[src/iod_pkg.sv]
`default_nettype none
package iod_pkg;

  // --------------------------------------------------------------
  // Address windows
  // --------------------------------------------------------------
  localparam logic [7:0] IO_LOW_LAST = 8'h1f;
  localparam logic [7:0] IO_LAST = 8'h3f;
  localparam logic [7:0] IO_DATA_OFFSET = 8'h20;
  localparam logic [7:0] EXT_FIRST = 8'h60;
  localparam int unsigned LOW_COUNT = 32;

  // --------------------------------------------------------------
  // Register indices in the bit-accessible window
  // --------------------------------------------------------------
  localparam logic [4:0] ADDR_PORT_B_INPUT_PINS = 5'h03;
  localparam logic [4:0] ADDR_PORT_B_DIRECTION = 5'h04;
  localparam logic [4:0] ADDR_PORT_B_OUTPUT = 5'h05;
  localparam logic [4:0] ADDR_PORT_C_INPUT_PINS = 5'h06;
  localparam logic [4:0] ADDR_PORT_C_DIRECTION = 5'h07;
  localparam logic [4:0] ADDR_PORT_C_OUTPUT = 5'h08;
  localparam logic [4:0] ADDR_PORT_D_INPUT_PINS = 5'h09;
  localparam logic [4:0] ADDR_PORT_D_DIRECTION = 5'h0a;
  localparam logic [4:0] ADDR_PORT_D_OUTPUT = 5'h0b;
  localparam logic [4:0] ADDR_TIMER0_FLAGS = 5'h15;
  localparam logic [4:0] ADDR_TIMER1_FLAGS = 5'h16;
  localparam logic [4:0] ADDR_TIMER2_FLAGS = 5'h17;
  localparam logic [4:0] ADDR_PIN_CHANGE_FLAGS = 5'h1b;
  localparam logic [4:0] ADDR_EXT_INTERRUPT_FLAGS = 5'h1c;
  localparam logic [4:0] ADDR_EXT_INTERRUPT_MASK = 5'h1d;

  // --------------------------------------------------------------
  // Implemented bit masks and reset value
  // --------------------------------------------------------------
  localparam logic [7:0] MASK_NONE = 8'h00;
  localparam logic [7:0] MASK_ALL = 8'hff;
  localparam logic [7:0] MASK_PORT_C = 8'h7f;
  localparam logic [7:0] MASK_TIMER0_FLAGS = 8'h07;
  localparam logic [7:0] MASK_TIMER1_FLAGS = 8'h27;
  localparam logic [7:0] MASK_TIMER2_FLAGS = 8'h07;
  localparam logic [7:0] MASK_PIN_CHANGE_FLAGS = 8'h07;
  localparam logic [7:0] MASK_EXT_INTERRUPT = 8'h03;
  localparam logic [7:0] RESET_VALUE = 8'h00;
  localparam logic [7:0] BIT_ZERO = 8'h01;

  // --------------------------------------------------------------
  // Types
  // --------------------------------------------------------------
  typedef enum logic [2:0] {
    OP_IN, OP_OUT, OP_SET_BIT, OP_CLEAR_BIT,
    OP_SKIP_IF_BIT_SET, OP_SKIP_IF_BIT_CLEAR, OP_LOAD, OP_STORE
  } iod_op_t;

  typedef struct packed {
    iod_op_t op;
    logic [7:0] addr;
    logic [2:0] bitSel;
    logic [7:0] wdata;
  } iod_req_t;

  typedef struct packed {
    logic [7:0] rdata;
    logic skipTaken;
    logic accessError;
  } iod_resp_t;

  typedef struct packed {
    logic [7:0] timer0;
    logic [7:0] timer1;
    logic [7:0] timer2;
    logic [7:0] pinChange;
    logic [7:0] extInt;
  } iod_flag_evt_t;

  typedef struct packed {
    logic [7:0] dirB;
    logic [7:0] outB;
    logic [7:0] dirC;
    logic [7:0] outC;
    logic [7:0] dirD;
    logic [7:0] outD;
  } iod_port_ctrl_t;

  // Bits that software reads and writes as plain storage
  function automatic logic [7:0] rwMask(input logic [4:0] idx);
    case (idx)
      ADDR_PORT_B_DIRECTION, ADDR_PORT_B_OUTPUT: rwMask = MASK_ALL;
      ADDR_PORT_D_DIRECTION, ADDR_PORT_D_OUTPUT: rwMask = MASK_ALL;
      ADDR_PORT_C_DIRECTION, ADDR_PORT_C_OUTPUT: rwMask = MASK_PORT_C;
      ADDR_EXT_INTERRUPT_MASK: rwMask = MASK_EXT_INTERRUPT;
      default: rwMask = MASK_NONE;
    endcase
  endfunction : rwMask

  // Status flags that hardware sets and a written one clears
  function automatic logic [7:0] w1cMask(input logic [4:0] idx);
    case (idx)
      ADDR_TIMER0_FLAGS: w1cMask = MASK_TIMER0_FLAGS;
      ADDR_TIMER1_FLAGS: w1cMask = MASK_TIMER1_FLAGS;
      ADDR_TIMER2_FLAGS: w1cMask = MASK_TIMER2_FLAGS;
      ADDR_PIN_CHANGE_FLAGS: w1cMask = MASK_PIN_CHANGE_FLAGS;
      ADDR_EXT_INTERRUPT_FLAGS: w1cMask = MASK_EXT_INTERRUPT;
      default: w1cMask = MASK_NONE;
    endcase
  endfunction : w1cMask

endpackage : iod_pkg
`default_nettype wire

[src/iod_io_space_decoder.sv]
`timescale 1ns/1ps
`default_nettype none
module iod_io_space_decoder
  import iod_pkg::*;
(
  input wire logic clock,
  input wire logic resetn,
  input wire logic reqValid,
  input wire iod_req_t req,
  output logic respValid,
  output iod_resp_t resp,
  input wire logic [7:0] pinsB,
  input wire logic [7:0] pinsC,
  input wire logic [7:0] pinsD,
  input wire iod_flag_evt_t flagEvents,
  output iod_port_ctrl_t portCtrl,
  output logic [7:0] extIntMask,
  output logic extValid,
  output logic extWrite,
  output logic [7:0] extAddr,
  output logic [7:0] extWdata,
  input wire logic [7:0] extRdata
);

  // ------------------------------------------------------------
  // Storage and pin synchronisers
  // ------------------------------------------------------------
  logic [7:0] regFile_reg [LOW_COUNT];
  logic [7:0] regFile_next [LOW_COUNT];
  logic [23:0] pinMeta_reg;
  logic [23:0] pinSync_reg;
  logic respValid_reg;
  iod_resp_t resp_reg;

  // Decode results
  logic ioHit;
  logic extHit;
  logic lowHit;
  logic [5:0] ioIdx;
  logic [4:0] lowIdx;
  logic isWrite;
  logic lowWrite;
  logic [7:0] bitOne;
  logic [7:0] oldVal;
  logic [7:0] rwVal;
  logic [7:0] clrVal;
  logic [7:0] rdData;
  logic skipTaken;

  // Pins come from outside the clock domain; only stage two is read
  always_ff @(posedge clock or negedge resetn) begin
    if (!resetn) begin
      pinMeta_reg <= 24'h000000;
      pinSync_reg <= 24'h000000;
    end else begin
      pinMeta_reg <= {pinsD, pinsC, pinsB};
      pinSync_reg <= pinMeta_reg;
    end
  end

  // ------------------------------------------------------------
  // Address decode per access type
  // ------------------------------------------------------------
  always_comb begin
    ioHit = 1'b0;
    extHit = 1'b0;
    ioIdx = 6'h00;
    unique case (req.op)
      OP_IN, OP_OUT: begin
        if (req.addr <= IO_LAST) begin
          ioHit = 1'b1;
          ioIdx = req.addr[5:0];
        end
      end
      OP_SET_BIT, OP_CLEAR_BIT, OP_SKIP_IF_BIT_SET,
      OP_SKIP_IF_BIT_CLEAR: begin
        if (req.addr <= IO_LOW_LAST) begin
          ioHit = 1'b1;
          ioIdx = req.addr[5:0];
        end
      end
      OP_LOAD, OP_STORE: begin
        if (req.addr >= EXT_FIRST) begin
          extHit = 1'b1;
        end else if (req.addr >= IO_DATA_OFFSET) begin
          ioHit = 1'b1;
          ioIdx = 6'(req.addr - IO_DATA_OFFSET);
        end
      end
    endcase
  end

  // Upper I/O half belongs to other peripherals and is not held here
  assign lowHit = ioHit && !ioIdx[5];
  assign lowIdx = ioIdx[4:0];
  assign isWrite = (req.op == OP_OUT) || (req.op == OP_STORE) ||
                   (req.op == OP_SET_BIT) || (req.op == OP_CLEAR_BIT);
  assign lowWrite = reqValid && lowHit && isWrite;
  assign bitOne = BIT_ZERO << req.bitSel;
  assign oldVal = regFile_reg[lowIdx];

  // ------------------------------------------------------------
  // Write value forming
  // ------------------------------------------------------------
  // A bit set writes a one into the addressed bit alone, so on a
  // flag register it clears only that flag and leaves its peers.
  always_comb begin
    unique case (req.op)
      OP_OUT, OP_STORE: begin
        rwVal = req.wdata;
        clrVal = req.wdata;
      end
      OP_SET_BIT: begin
        rwVal = oldVal | bitOne;
        clrVal = bitOne;
      end
      OP_CLEAR_BIT: begin
        rwVal = oldVal & ~bitOne;
        clrVal = MASK_NONE;
      end
      default: begin
        rwVal = oldVal;
        clrVal = MASK_NONE;
      end
    endcase
  end

  // Hardware flag events for a given index
  function automatic logic [7:0] eventsFor(input logic [4:0] idx,
                                           input iod_flag_evt_t ev);
    case (idx)
      ADDR_TIMER0_FLAGS: eventsFor = ev.timer0;
      ADDR_TIMER1_FLAGS: eventsFor = ev.timer1;
      ADDR_TIMER2_FLAGS: eventsFor = ev.timer2;
      ADDR_PIN_CHANGE_FLAGS: eventsFor = ev.pinChange;
      ADDR_EXT_INTERRUPT_FLAGS: eventsFor = ev.extInt;
      default: eventsFor = MASK_NONE;
    endcase
  endfunction : eventsFor

  // ------------------------------------------------------------
  // Register next state
  // ------------------------------------------------------------
  // Masks keep unimplemented bits at zero; an event in the same
  // cycle as its clear wins, so no flag is ever lost.
  always_comb begin
    for (int i = 0; i < LOW_COUNT; i++) begin
      regFile_next[i] = (regFile_reg[i] &
                         (rwMask(5'(i)) | w1cMask(5'(i)))) |
                        (eventsFor(5'(i), flagEvents) & w1cMask(5'(i)));
      if (lowWrite && (lowIdx == 5'(i))) begin
        regFile_next[i] = (rwVal & rwMask(5'(i))) |
                          (regFile_reg[i] & w1cMask(5'(i)) & ~clrVal) |
                          (eventsFor(5'(i), flagEvents) &
                           w1cMask(5'(i)));
      end
    end
  end

  // Low window storage
  always_ff @(posedge clock or negedge resetn) begin
    if (!resetn) begin
      for (int i = 0; i < LOW_COUNT; i++) begin
        regFile_reg[i] <= RESET_VALUE;
      end
    end else begin
      for (int i = 0; i < LOW_COUNT; i++) begin
        regFile_reg[i] <= regFile_next[i];
      end
    end
  end

  // ------------------------------------------------------------
  // Read path and bit test
  // ------------------------------------------------------------
  always_comb begin
    rdData = RESET_VALUE;
    if (lowHit) begin
      unique case (lowIdx)
        ADDR_PORT_B_INPUT_PINS: rdData = pinSync_reg[7:0];
        ADDR_PORT_C_INPUT_PINS: rdData = pinSync_reg[15:8] & MASK_PORT_C;
        ADDR_PORT_D_INPUT_PINS: rdData = pinSync_reg[23:16];
        default: rdData = regFile_reg[lowIdx] &
                          (rwMask(lowIdx) | w1cMask(lowIdx));
      endcase
    end else if (extHit) begin
      rdData = extRdata;
    end
  end

  // Skip answer only exists inside the bit-accessible window
  always_comb begin
    skipTaken = 1'b0;
    if (lowHit && (req.op == OP_SKIP_IF_BIT_SET)) begin
      skipTaken = |(rdData & bitOne);
    end else if (lowHit && (req.op == OP_SKIP_IF_BIT_CLEAR)) begin
      skipTaken = ~|(rdData & bitOne);
    end
  end

  // ------------------------------------------------------------
  // Answer registers
  // ------------------------------------------------------------
  // One-cycle latency keeps read data and skip result off the
  // combinational path back into the core.
  always_ff @(posedge clock or negedge resetn) begin
    if (!resetn) begin
      respValid_reg <= 1'b0;
      resp_reg <= '0;
    end else begin
      respValid_reg <= reqValid;
      if (reqValid) begin
        resp_reg.rdata <= isWrite ? RESET_VALUE : rdData;
        resp_reg.skipTaken <= skipTaken;
        resp_reg.accessError <= !(ioHit || extHit);
      end
    end
  end

  // ------------------------------------------------------------
  // Outputs
  // ------------------------------------------------------------
  assign respValid = respValid_reg;
  assign resp = resp_reg;
  assign portCtrl.dirB = regFile_reg[ADDR_PORT_B_DIRECTION];
  assign portCtrl.outB = regFile_reg[ADDR_PORT_B_OUTPUT];
  assign portCtrl.dirC = regFile_reg[ADDR_PORT_C_DIRECTION];
  assign portCtrl.outC = regFile_reg[ADDR_PORT_C_OUTPUT];
  assign portCtrl.dirD = regFile_reg[ADDR_PORT_D_DIRECTION];
  assign portCtrl.outD = regFile_reg[ADDR_PORT_D_OUTPUT];
  assign extIntMask = regFile_reg[ADDR_EXT_INTERRUPT_MASK];

  // Extended space strobe; address and data pass straight through
  assign extValid = reqValid && extHit;
  assign extWrite = req.op == OP_STORE;
  assign extAddr = req.addr;
  assign extWdata = req.wdata;

endmodule : iod_io_space_decoder
`default_nettype wire

[config.mk]
export PLATFORM = sky130hd
export DESIGN_NAME = iod_io_space_decoder
export DESIGN_NICKNAME = d
export VERILOG_FILES = /design/src/iod_pkg.sv /design/src/iod_io_space_decoder.sv
export SDC_FILE = /design/constraint.sdc
export NUM_CORES = 1
export LEC_CHECK = 0
export BUFFER_PORTS_ARGS = -buffer_cell sky130_fd_sc_hd__buf_4
export CAP_MARGIN = 15
export CORE_MARGIN = 5
export CORE_UTILIZATION = 40
export DETAILED_ROUTE_END_ITERATION = 6
export GPL_TIMING_DRIVEN = 0
export PLACE_DENSITY = 0.7
export SYNTH_ARGS = -nofsm -noshare
export SYNTH_HDL_FRONTEND = slang
export SYNTH_SLANG_ARGS = --single-unit
[constraint.sdc]
create_clock -name clock -period 2 [get_ports clock]
set_input_delay 0.2 -clock clock [delete_from_list [all_inputs] [get_ports clock]]
set_output_delay 0.2 -clock clock [all_outputs]
set_load 0.1 [all_outputs]
* Word level (Yosys, flattened, before mapping)
Cells that the tools add are included.
** Storage, ports and cells
- Input bits :: 97
- Latch bits :: 0
- Memory bits (read-only) :: 0
- Bits in writable memories :: 0
- Output and inout bits :: 85
- Flip-flop bits (word level) :: 315
- Memories :: 0
** Operators by class
- Equal/unequal tests :: 38
- Add/subtract/negate cells :: 1
- Bitwise operators :: 205
- Shifts and indexed selects :: 1
- Div/mod/pow operators :: 0
- $mul :: 0
- Magnitude comparators :: 5
- Multiplexer cells :: 106
- Reduce and logical (&&, ||, !) cells :: 56
** Operators with widths (number)
- 8-bit AND :: 131
- 8-bit 2-to-1 mux :: 86
- 8-bit bitwise OR :: 66
- 5-bit equality test, second input constant :: 16
- 8-bit one-hot mux with 3 select lines :: 3
- 8-bit binary-select mux with 5-bit select :: 1
- 5-bit by 4-bit equality test with 1-bit output, second input constant :: 8
- 1-bit logical AND :: 38
- 6-bit one-hot mux with 3 select lines :: 2
- 6-bit 2-to-1 mux :: 4
- 5-bit by 3-bit equality test with 1-bit output, second input constant :: 4
- 8-bit inverter :: 2
- 8-bit one-hot mux with 2 select lines :: 1
- 3-bit equality test, second input constant :: 4
- 5-bit by 2-bit equality test with 1-bit output, second input constant :: 2
- 3-bit bitwise OR :: 3
- 8-bit by 6-bit greater-or-equal comparator with 1-bit output, second input constant :: 1
- 8-bit by 7-bit greater-or-equal comparator with 1-bit output, second input constant :: 1
- 8-bit by 5-bit <= comparator with 1-bit output, second input constant :: 1
- 8-bit by 6-bit <= comparator with 1-bit output, second input constant :: 1
- 1-bit 2-to-1 mux :: 8
- 2-bit OR reduction :: 4
- 4-bit OR reduction :: 2
- 8-bit OR reduction :: 1
- other kinds (15) :: 22

* Longest topological paths before layout
Gate-level depths: netlist of run 1.
- Depth after elaboration :: 18
- Gate-level depth with buffers :: 12
- Gate-level depth less buffers :: 9

* Worst setup path before layout of run 1
OpenSTA, ideal clock, no wires.
- Kind :: input-to-reg
- Start :: input port req[21] (netlist bit)
- End :: register regFile_reg (netlist bit portCtrl[5])
- Data required time :: 1.875 ns
- Path buffers :: 1
- Arrival :: 2.191 ns
- Cell stages on the path :: 10
- Path slack :: -0.315 ns
- Cell sequence :: buf_6 > maj3_2 > o22ai_1 > nand3b_1 > a221o_1 > a221oi_2 > nor3_1 > a21oi_1 > o221ai_2 > mux2_2
** On the way
- Cells in the longest elaborated chain, start to end :: 12
- Elaborated cells between the ends (all ways) :: 36
** RTL lines
- start, declared :: line iod_io_space_decoder.sv:9 : input wire iod_req_t req,
- 3-bit by 2-bit equality test with 1-bit output (tied with other cells) :: line iod_io_space_decoder.sv:68, iod_io_space_decoder.sv:97, iod_io_space_decoder.sv:108
- 4-bit OR reduction / 2-bit OR reduction (equally long branches) :: line iod_io_space_decoder.sv:68 : unique case (req.op)
- 6-bit one-hot mux with 3 select lines :: line iod_io_space_decoder.sv:68
- 5-bit inverter with 6-bit output (implied by the code) :: line iod_io_space_decoder.sv:100 : assign oldVal = regFile_reg[lowIdx];
- 8-bit binary-select mux with 5-bit select :: line iod_io_space_decoder.sv:100
- 8-bit 2-to-1 mux (implied by the code) (2 in series) :: line iod_io_space_decoder.sv:100
- 8-bit AND / 8-bit bitwise OR (equally long branches) :: line iod_io_space_decoder.sv:118, iod_io_space_decoder.sv:114
- 8-bit one-hot mux with 3 select lines :: line iod_io_space_decoder.sv:108 : unique case (req.op)
- 8-bit AND :: line iod_io_space_decoder.sv:152 : regFile_next[i] = (rwVal & rwMask(5'(i))) |
- 8-bit bitwise OR :: line iod_io_space_decoder.sv:152
- 8-bit bitwise OR :: line iod_io_space_decoder.sv:153 : (regFile_reg[i] & w1cMask(5'(i)) & ~clrVal) |
- end signal, assigned by index :: line iod_io_space_decoder.sv:168 : regFile_reg[i] <= regFile_next[i];
- end, declared :: line iod_io_space_decoder.sv:28 : logic [7:0] regFile_reg [LOW_COUNT];
Several ways; a longest one is shown, not always the timed one. The select of a mux whose other input is x is not followed.
A chain may end at the register's enable or synchronous reset.

* Worst setup path in the final report of run 1
- Start :: register regFile_reg[81] (netlist bit)
- End :: register resp_reg (netlist bit resp[1])
** On the way
- Cells in the longest elaborated chain, start to end :: 11
** RTL lines
- 8-bit binary-select mux with 5-bit select * :: line iod_io_space_decoder.sv:183 : default: rdData = regFile_reg[lowIdx] &
- 8-bit 2-to-1 mux (implied by the code) * (2 in series) :: line iod_io_space_decoder.sv:183
- 8-bit AND * :: line iod_io_space_decoder.sv:183
- 8-bit one-hot mux with 3 select lines * :: line iod_io_space_decoder.sv:179 : unique case (lowIdx)
- 8-bit 2-to-1 mux * :: line iod_io_space_decoder.sv:178 : if (lowHit) begin
- 8-bit AND * :: line iod_io_space_decoder.sv:195, iod_io_space_decoder.sv:197
- 8-bit OR reduction * :: line iod_io_space_decoder.sv:195, iod_io_space_decoder.sv:197
- 1-bit zero test :: line iod_io_space_decoder.sv:197 : skipTaken = ~|(rdData & bitOne);
- 1-bit 2-to-1 mux :: line iod_io_space_decoder.sv:196 : end else if (lowHit && (req.op == OP_SKIP_IF_BIT_CLEAR)) begin
- 1-bit 2-to-1 mux * :: line iod_io_space_decoder.sv:194 : if (lowHit && (req.op == OP_SKIP_IF_BIT_SET)) begin
- end, declared :: line iod_io_space_decoder.sv:33 : iod_resp_t resp_reg;
Every way passes the cells marked *; elsewhere a longest branch is shown, timed or not. The select of a mux whose other input is x is not followed.

==> metrics.md, run 1 <==
| Metric | Value |
|---|---|
| Max Slew Vio Count | `0` |
| DR top layer | `met4` |
| Vias | `approximately 5900` |
| Ant diodes | `0` |
| Iteration-0 DRC Markers | `~530` |
| First-pass GRT wire length | `approximately 31000 microns` |
| Starting density of the core | `around two fifths` |
| Post-synth top cells | `dfrtp_1 (120), buf_4 (73), nand2_1 (73)` |
| Final Non-Filler Cells | `approximately 1100` |
| Status | `complete, but fails checks` |
| FMAX | `0.442 GHz` |
| FF-to-FF Start | `regFile_reg[81]$_DFF_PN0_` |
| GPL Wtd Cong | `roughly 0.90` |
| Die W | `136 microns` |
| Synth area leaders | `dfrtp_1 (48%), buf_4 (8.7%), nand2_1 (4.3%)` |
| WP data required | `2330 ps` |
| Clock Latency Late Sink | `about 430 ps` |
| FF+latch area | `about 3000 sq um` |
| Area grow syn2layout | `51.0%` |
| Hold Crit Class | `in2reg` |
| Worst slew margin | `a little over half` |
| Met3 wire len | `1510 microns` |
| CTS Sinks | `120` |
| I/O Pins | `roughly 180` |
| Clock transition at the registers of the reported paths | `approximately 60 ps` |
| Num CTS Buffers | `17` |
| CTS root buf | `clkbuf_16` |
| Number of distinct library cells after synthesis | `73` |
| Max cap viols | `0` |
| Remaining DRCs | `0` |
| Vias in the first global route | `5770` |
| Critical Path End Type | `flop` |
| Row count | `46` |
| Clk_skew | `between 8 and 9 ps` |
| Congestion Overflow GR | `0` |
| FF-to-FF setup slack | `-260 ps` |
| CTS tree | `done` |
| Pwr dens | `about 730 nW/um^2` |
| Fin crit share | `113%` |
| Critical path cell sequence | `mux2_4 -> a221o_1 -> a22oi_2 -> o2bb2ai_4 -> o21ai_1 -> a21oi_1 -> o211a_1 -> a31oi_1 -> o32ai_2` |
| Crit path launch | `regFile_reg[81]$_DFF_PN0_` |
| Fraction of layout instances using a drive strength above 1 | `between 40% and 50%` |
| DRT antenna net count | `0` |
| Yosys warns | `0` |
| Max incr delay on CP | `around 380 ps` |
| Leak | `4.31 nW` |
| Post-synth ARST share | `100%` |
| #FFs+latches synth | `120` |
| Biggest area consumer among synthesized cells | `dfrtp_1` |
| Max FFs per register | `46` |
| Worst path slowest cell | `dfrtp_1` |
| CORE AREA | `15700 sq um` |
| Die area | `about 18000 sq um` |
| Final Setup Violations | `28` |
| Post-synth EDFFs | `0` |
| Reg-to-Reg End | `resp[1]$_DFFE_PN0P_` |
| CP max FO | `3` |
| Synth top area share | `47.5%` |
| H-Tree Depth | `4` |
| DR WL met2 | `between 9000 and 10000 microns` |
| Largest net degree at the start of global routing | `71` |
| Failing checks | `negative setup slack` |
| Total track usage | `22.1%` |
| Port buffer count | `140` |
| RSZ-0062 raised after global routing | `yes` |
| Routed len/inst | `approximately 19 microns` |
| HPWL Detailed | `between 10000 and 15000 microns` |
| Layout Nets | `974` |
| Dpl cells | `1002` |
| Place WS | `-1040 ps` |
| Drt via density | `approximately 5.3` |
| Final hold violation count | `0` |
| Final WS setup | `-264 ps` |
| Least-Margin Pin Slew | `approximately 720 ps` |
| Wire length on met1 | `8670 microns` |
| Filler instances | `approximately 1300` |
| Top-count cell post-synth | `dfrtp_1` |
| Post-synthesis sequential area ratio | `a little under half` |
| Die H | `approximately 140 microns` |
| Syn Area/Cell | `just under 10 sq um` |
| Cells after Synth | `between 600 and 700` |
| Critical Path Source Type | `flop` |
| Peak VDD IR | `~540 uV` |
| Timing endpoint of the critical path | `resp[1]$_DFFE_PN0P_` |
| Top FF cell, synth | `dfrtp_1` |
| Worst Reg-to-Reg Cells | `9` |
| Area of the multi-input gates | `roughly 3000 sq um` |
| Arrival @ worst endpoint | `roughly 2600 ps` |
| Clk buf depth | `2` |
| Drt pass-1 iters | `5` |
| Crit path time final | `roughly 2300 ps` |
| Initial antenna violation count | `0` |
| CP Class | `reg2reg` |
| Area of the mapped netlist | `about 6300 sq um` |
| Drt total wl | `between 20000 and 25000 microns` |
-- metrics by stage --
stage                     power, mW  TNS, ps  hold slack (ps)  util (%)  cell area [sq um]
after floorplan                3.25    -4910            -95.6         -               6430
after global placement         3.58   -44340              310      49.3               7750
after detailed placement       3.60   -45720              184      49.5               7780
after CTS                      6.90    -4570             47.3      58.8               9240
after global routing           7.15    -6450             69.7      60.7               9540
final                          6.94    -4450             53.8      60.7               9540
-- kinds of logic (layout without fill, tap and decap cells) --
logic type	after synthesis	after routing	share of synthesized area [%]
other	1	8	0.0594
AO/OA/AOI/OAI	182	182	20.2
AND/OR/NAND/NOR	177	177	14.1
XOR/XNOR	2	2	0.277
flip-flops	120	120	47.5
multiplexers	33	33	5.73
adder cells (fa/ha/maj)	1	1	0.178
buffers and inverters	122	367	11.9
-- layer usage --
layer / GRT usage, % / up-vias
met5: 0 / -
met1: 29.1 / 2865
met4: 9.07 / 0
met3: 4.75 / 41
met2: 35.4 / 288
li1: - / 2694
-- placed cells by master (no fill, tap or decap), types with 17 or more instances in the layout --
cell | Yosys | final
nand2_1 | 73 | 71
a21oi_1 | 29 | 18
dlygate4sd3_1 | 0 | 40
dfrtp_1 | 120 | 120
buf_4 | 73 | 236
clkbuf_16 | 0 | 17
mux2_2 | 24 | 19
nor2_1 | 27 | 25
o21ai_1 | 0 | 23
-- worst max-delay path, delay by kind of cell (launching register included) --
family / cells / cell delay [ps]
flip-flops: 1 / 380
multiplexers: 1 / 270
AO/OA/AOI/OAI: 8 / 1530
-- area by class of cell --
class / count / share of cell area (%)
clock buffer: 19 / 4.64
inverter: 14 / 0.551
clock inverter: 13 / 1.80
buffer: 106 / 7.92
timing repair buffer: 215 / 19.0
tap: 216 / 2.83
multi-input combinational: 403 / 31.7
sequential: 120 / 31.5
-- how the worst min path moves through the flow --
| stage | start | end | slack, ps | cells past startpoint |
|---|---|---|---|---|
| 2_1_floorplan | resetn | extIntMask[0]$_DFFE_PN0P_ | -100 | 0 |
| 3_3_place_gp | pinsD[4] | pinMeta_reg[20]$_DFF_PN0_ | 310 | 1 |
| 3_5_place_dp | resetn | regFile_reg[81]$_DFF_PN0_ | 180 | 1 |
| 4_1_cts | extRdata[4] | resp[6]$_DFFE_PN0P_ | 50 | 3 |
| 5_1_grt | extRdata[1] | resp[3]$_DFFE_PN0P_ | 70 | 3 |
| 6_report | extRdata[6] | resp[8]$_DFFE_PN0P_ | 50 | 3 |
-- power by group --
group | switching (mW) | internal, mW | leakage, nW
sequential | 0.0272 | 2.50 | 1.48
combinational | 0.810 | 0.436 | 2.53
clock | 1.17 | 2.00 | 0.294
-- timing repair --
| action | CTS | global route |
|---|---|---|
| setup endpoints to repair | 62 | 62 |
| hold buffers | 40 | 0 |
| cloned | 0 | 0 |
| gates resized for setup | 66 | 65 |
| setup buffers | 21 | 14 |
| hold endpoints to repair | 89 | 0 |
| pin swaps | 31 | 21 |
Note: power is estimated with default switching activity, not from simulation.
==> run 2: changes to the inputs <==
--- a/config.mk
+++ b/config.mk
@@ -5,12 +5,15 @@
 export SDC_FILE = /design/constraint.sdc
 export NUM_CORES = 1
 export LEC_CHECK = 0
+export ABC_AREA = 1
 export BUFFER_PORTS_ARGS = -buffer_cell sky130_fd_sc_hd__buf_4
 export CAP_MARGIN = 15
 export CORE_MARGIN = 5
 export CORE_UTILIZATION = 40
+export CTS_CLUSTER_SIZE = 12
 export DETAILED_ROUTE_END_ITERATION = 6
 export GPL_TIMING_DRIVEN = 0
+export HOLD_SLACK_MARGIN = 0.06
 export PLACE_DENSITY = 0.7
 export SYNTH_ARGS = -nofsm -noshare
 export SYNTH_HDL_FRONTEND = slang
==> metrics.md, run 2 <==
| Metric | Value |
|---|---|
| Final Setup Violations | `8 (-71%)` |
| First-pass GRT wire length | `31100 microns (+0.33%)` |
| Drt via density | `5.03 (-5.5%)` |
| WP data required | `2310 ps (-20 ps)` |
| FMAX | `0.478 GHz (+8.2%)` |
| Clock Power Share | `41.8% (-3.9 points)` |
| Hold Path Depth | `4 (+1)` |
| Min Hold Slack | `150 ps (+95.8 ps)` |
| Worst Reg-to-Reg Cells | `14 (+5)` |
| Comb power frac | `23.9% (+5.9 points)` |
| Biggest area consumer among synthesized cells | `dfrtp_1` |
| Max FFs per register | `46 (unchanged)` |
| Die area | `18300 sq um (-0.43%)` |
| H-Tree Depth | `4 (unchanged)` |
| Layout Nets | `1129 (+16%)` |
| Post-synthesis sequential area ratio | `47.8% (+0.22 points)` |
| Num CTS Buffers | `17 (unchanged)` |
| Tot Pwr | `7.47 mW (+7.6%)` |
| Pwr dens | `769 nW/um^2 (+5.6%)` |
| Max Slew Vio Count | `0 (unchanged)` |
| Number of distinct library cells after synthesis | `33 (-55%)` |
| Die W | `135 microns (-0.21%)` |
| Post-synth ARST share | `100% (unchanged)` |
| Die H | `135 microns (-0.21%)` |
| Clk_skew | `13.9 ps (+5.46 ps)` |
| Row count | `45 (-2.2%)` |
| CTS Sinks | `120 (unchanged)` |
| Commonest non-fill, non-tap cell in the layout | `buf_4` |
| Net Sw Power | `2.46 mW (+23%)` |
| Congestion Overflow GR | `0 (unchanged)` |
| RSZ-0062 raised after global routing | `yes` |
| Clk buf depth | `2 (unchanged)` |
| Net Sw Frac | `32.9% (+4.0 points)` |
| Top-count cell post-synth | `nand2_1` |
| Syn Area/Cell | `8.14 sq um (-18%)` |
| Yosys warns | `0 (unchanged)` |
| Max cap viols | `0 (unchanged)` |
| Setup TNS Final | `-335 ps (+4120 ps)` |
| Iteration-0 DRC Markers | `642 (+21%)` |
| Least-Margin Pin Slew | `580 ps (-138 ps)` |
| Initial antenna violation count | `0 (unchanged)` |
| Clock transition at the registers of the reported paths | `60 ps (about the same)` |
| Largest net degree at the start of global routing | `97 (+37%)` |
| Final Non-Filler Cells | `1256 (+14%)` |
| Failing checks | `negative setup slack` |
| CP Class | `in2reg` |
| Area after DPL | `7810 sq um (+0.43%)` |
| Vias in the first global route | `6060 (+5.0%)` |
| Arrival @ worst endpoint | `2400 ps (-200 ps)` |
| Final hold violation count | `0 (unchanged)` |
| HPWL Detailed | `14200 microns (-1.1%)` |
| Worst slew margin | `61.2% (+9.1 points)` |
| Critical Path Source Type | `input port` |
| Synth top area share | `47.8% (+0.22 points)` |
| Cells after Synth | `772 (+21%)` |
| CTS tree | `done` |
| Crit path time final | `2090 ps (-172 ps)` |
| Leak | `4.84 nW (+12%)` |
| Drt pass-1 iters | `5 (unchanged)` |
| Dpl cells | `1137 (+13%)` |
| Top FF cell, synth | `dfrtp_1` |
| Synth area leaders | `dfrtp_1 (48%), nand2_1 (13%), buf_4 (9.1%)` |
| Vias | `6318 (+7.3%)` |
| Remaining DRCs | `0 (unchanged)` |
| Status | `complete, but fails checks` |
| Final instance area | `9720 sq um (+1.9%)` |
| Seq pwr share | `34.3% (-2.1 points)` |
| Ant diodes | `0 (unchanged)` |
| CORE AREA | `15300 sq um (-2.5%)` |
| CP max FO | `6 (+3)` |
| Starting density of the core | `41.1% (+0.86 points)` |
| CTS root buf | `clkbuf_16` |
| I/O Pins | `182 (unchanged)` |
| Fraction of layout instances using a drive strength above 1 | `42.3% (-3.3 points)` |
| Port buffer count | `146 (+4.3%)` |
| Peak VDD IR | `908 uV (+69%)` |
| Drt total wl | `20500 microns (about the same)` |
| #FFs+latches synth | `120 (unchanged)` |
| GPL Wtd Cong | `0.915 (+1.5%)` |
| Place WS | `-897 ps (+139 ps)` |
| Total track usage | `21.9% (-0.12 points)` |
| DRT antenna net count | `0 (unchanged)` |
| Most frequent cells in the layout | `buf_4 (255), nand2_1 (186), dfrtp_1 (120)` |
| Clock Latency Late Sink | `430 ps (about the same)` |
| Hold Crit Class | `in2reg` |
| Internal | `5.01 mW (+1.6%)` |
| Area grow syn2layout | `54.5%` |
| Fin crit share | `105% (-8.6 points)` |
| Post-synth top cells | `nand2_1 (212), dfrtp_1 (120), buf_4 (76), nand3_1 (76), o21ai_0 (61)` |
| Final WS setup | `-91.2 ps (+172 ps)` |
| Critical Path End Type | `flop` |
| Routed len/inst | `16.4 microns (-12%)` |
| Post-synth EDFFs | `0 (unchanged)` |
| Final Util | `63.4% (+2.7 points)` |
| Area of the mapped netlist | `6290 sq um (-0.46%)` |
## run 2: cell count changes in the layout (fill, tap and decap cells not counted), moves of 15 or more
cell     previous run  this run
a21o_1             15         0
nand3_1            11        57
buf_4             236       255
mux2_2             19         0
nand4_1             3        21
inv_1              14        53
nand2_1            71       186
nand2_2             2        24
nand3_2             1        16
o21ai_0             9        41
## run 2: worst paths after layout
check	end	from	slack, ps
max	resp[1]$_DFFE_PN0P_	req[21]	-90
min	resp[6]$_DFFE_PN0P_	extRdata[4]	150
max reg2reg	resp[1]$_DFFE_PN0P_	portCtrl[13]$_DFFE_PN0P_	280
min reg2reg	pinSync_reg[10]$_DFF_PN0_	pinMeta_reg[10]$_DFF_PN0_	340
max in group asynchronous	pinSync_reg[16]$_DFF_PN0_	resetn	1060
min in group asynchronous	portCtrl[40]$_DFFE_PN0P_	resetn	200
## run 2: cell type report
class	instances	area, sq um
Clock inverter	14	163
Fill cell	1281	5600
Inverter	70	287
Timing Repair Buffer	234	1960
Sequential cell	120	3000
Tap cell	211	264
Buffer	87	674
Clock buffer	18	439
Multi-Input combinational cell	502	2930
## run 2: power groups by stage
stage / logic [mW] / clock network [mW] / registers (mW)
floorplan: 0.854 / 0 / 2.74
global placement: 1.42 / 0 / 2.60
detailed placement: 1.43 / 0 / 2.61
CTS: 1.64 / 3.15 / 2.56
global route: 1.88 / 3.26 / 2.57
finish: 1.79 / 3.12 / 2.56
## run 2: cell families after synthesis
group | count (synthesis) | synth area share (%)
buf+inv | 158 | 14.2
simple gates | 387 | 28.0
other cells | 1 | 0.0596
compound gates | 106 | 9.93
flops | 120 | 47.8
## run 2: routing by layer
metal	track usage, %	vias to the layer above	wire [microns]
met5	0	-	0
met4	9.07	0	637
met3	5.94	55	1640
met2	36.7	299	10100
met1	26.9	2974	8120
li1	-	2990	-
## run 2: repair_timing
item / CTS / global route
setup buffers: 24 / 22
pin swaps: 35 / 41
setup endpoints to repair: 62 / 57
hold buffers: 40 / 0
gates cloned: 2 / 0
hold endpoints to repair: 160 / 0
gates resized for setup: 66 / 84
## run 2: worst max-delay path: stages
cell and delay, ps:
buf_12 100, inv_8 40, o211ai_4 280, nand3_4 230, buf_12 210, nand3_4 170, inv_4 70, nand2_2 60
inv_2 50, nand2_1 50, nand4_1 150, nand2_2 170, nand2_2 80, nand3_1 80, nand2_1 70, nor2_2 130
nand3_1 80, nand3_1 100, nand2_1 70
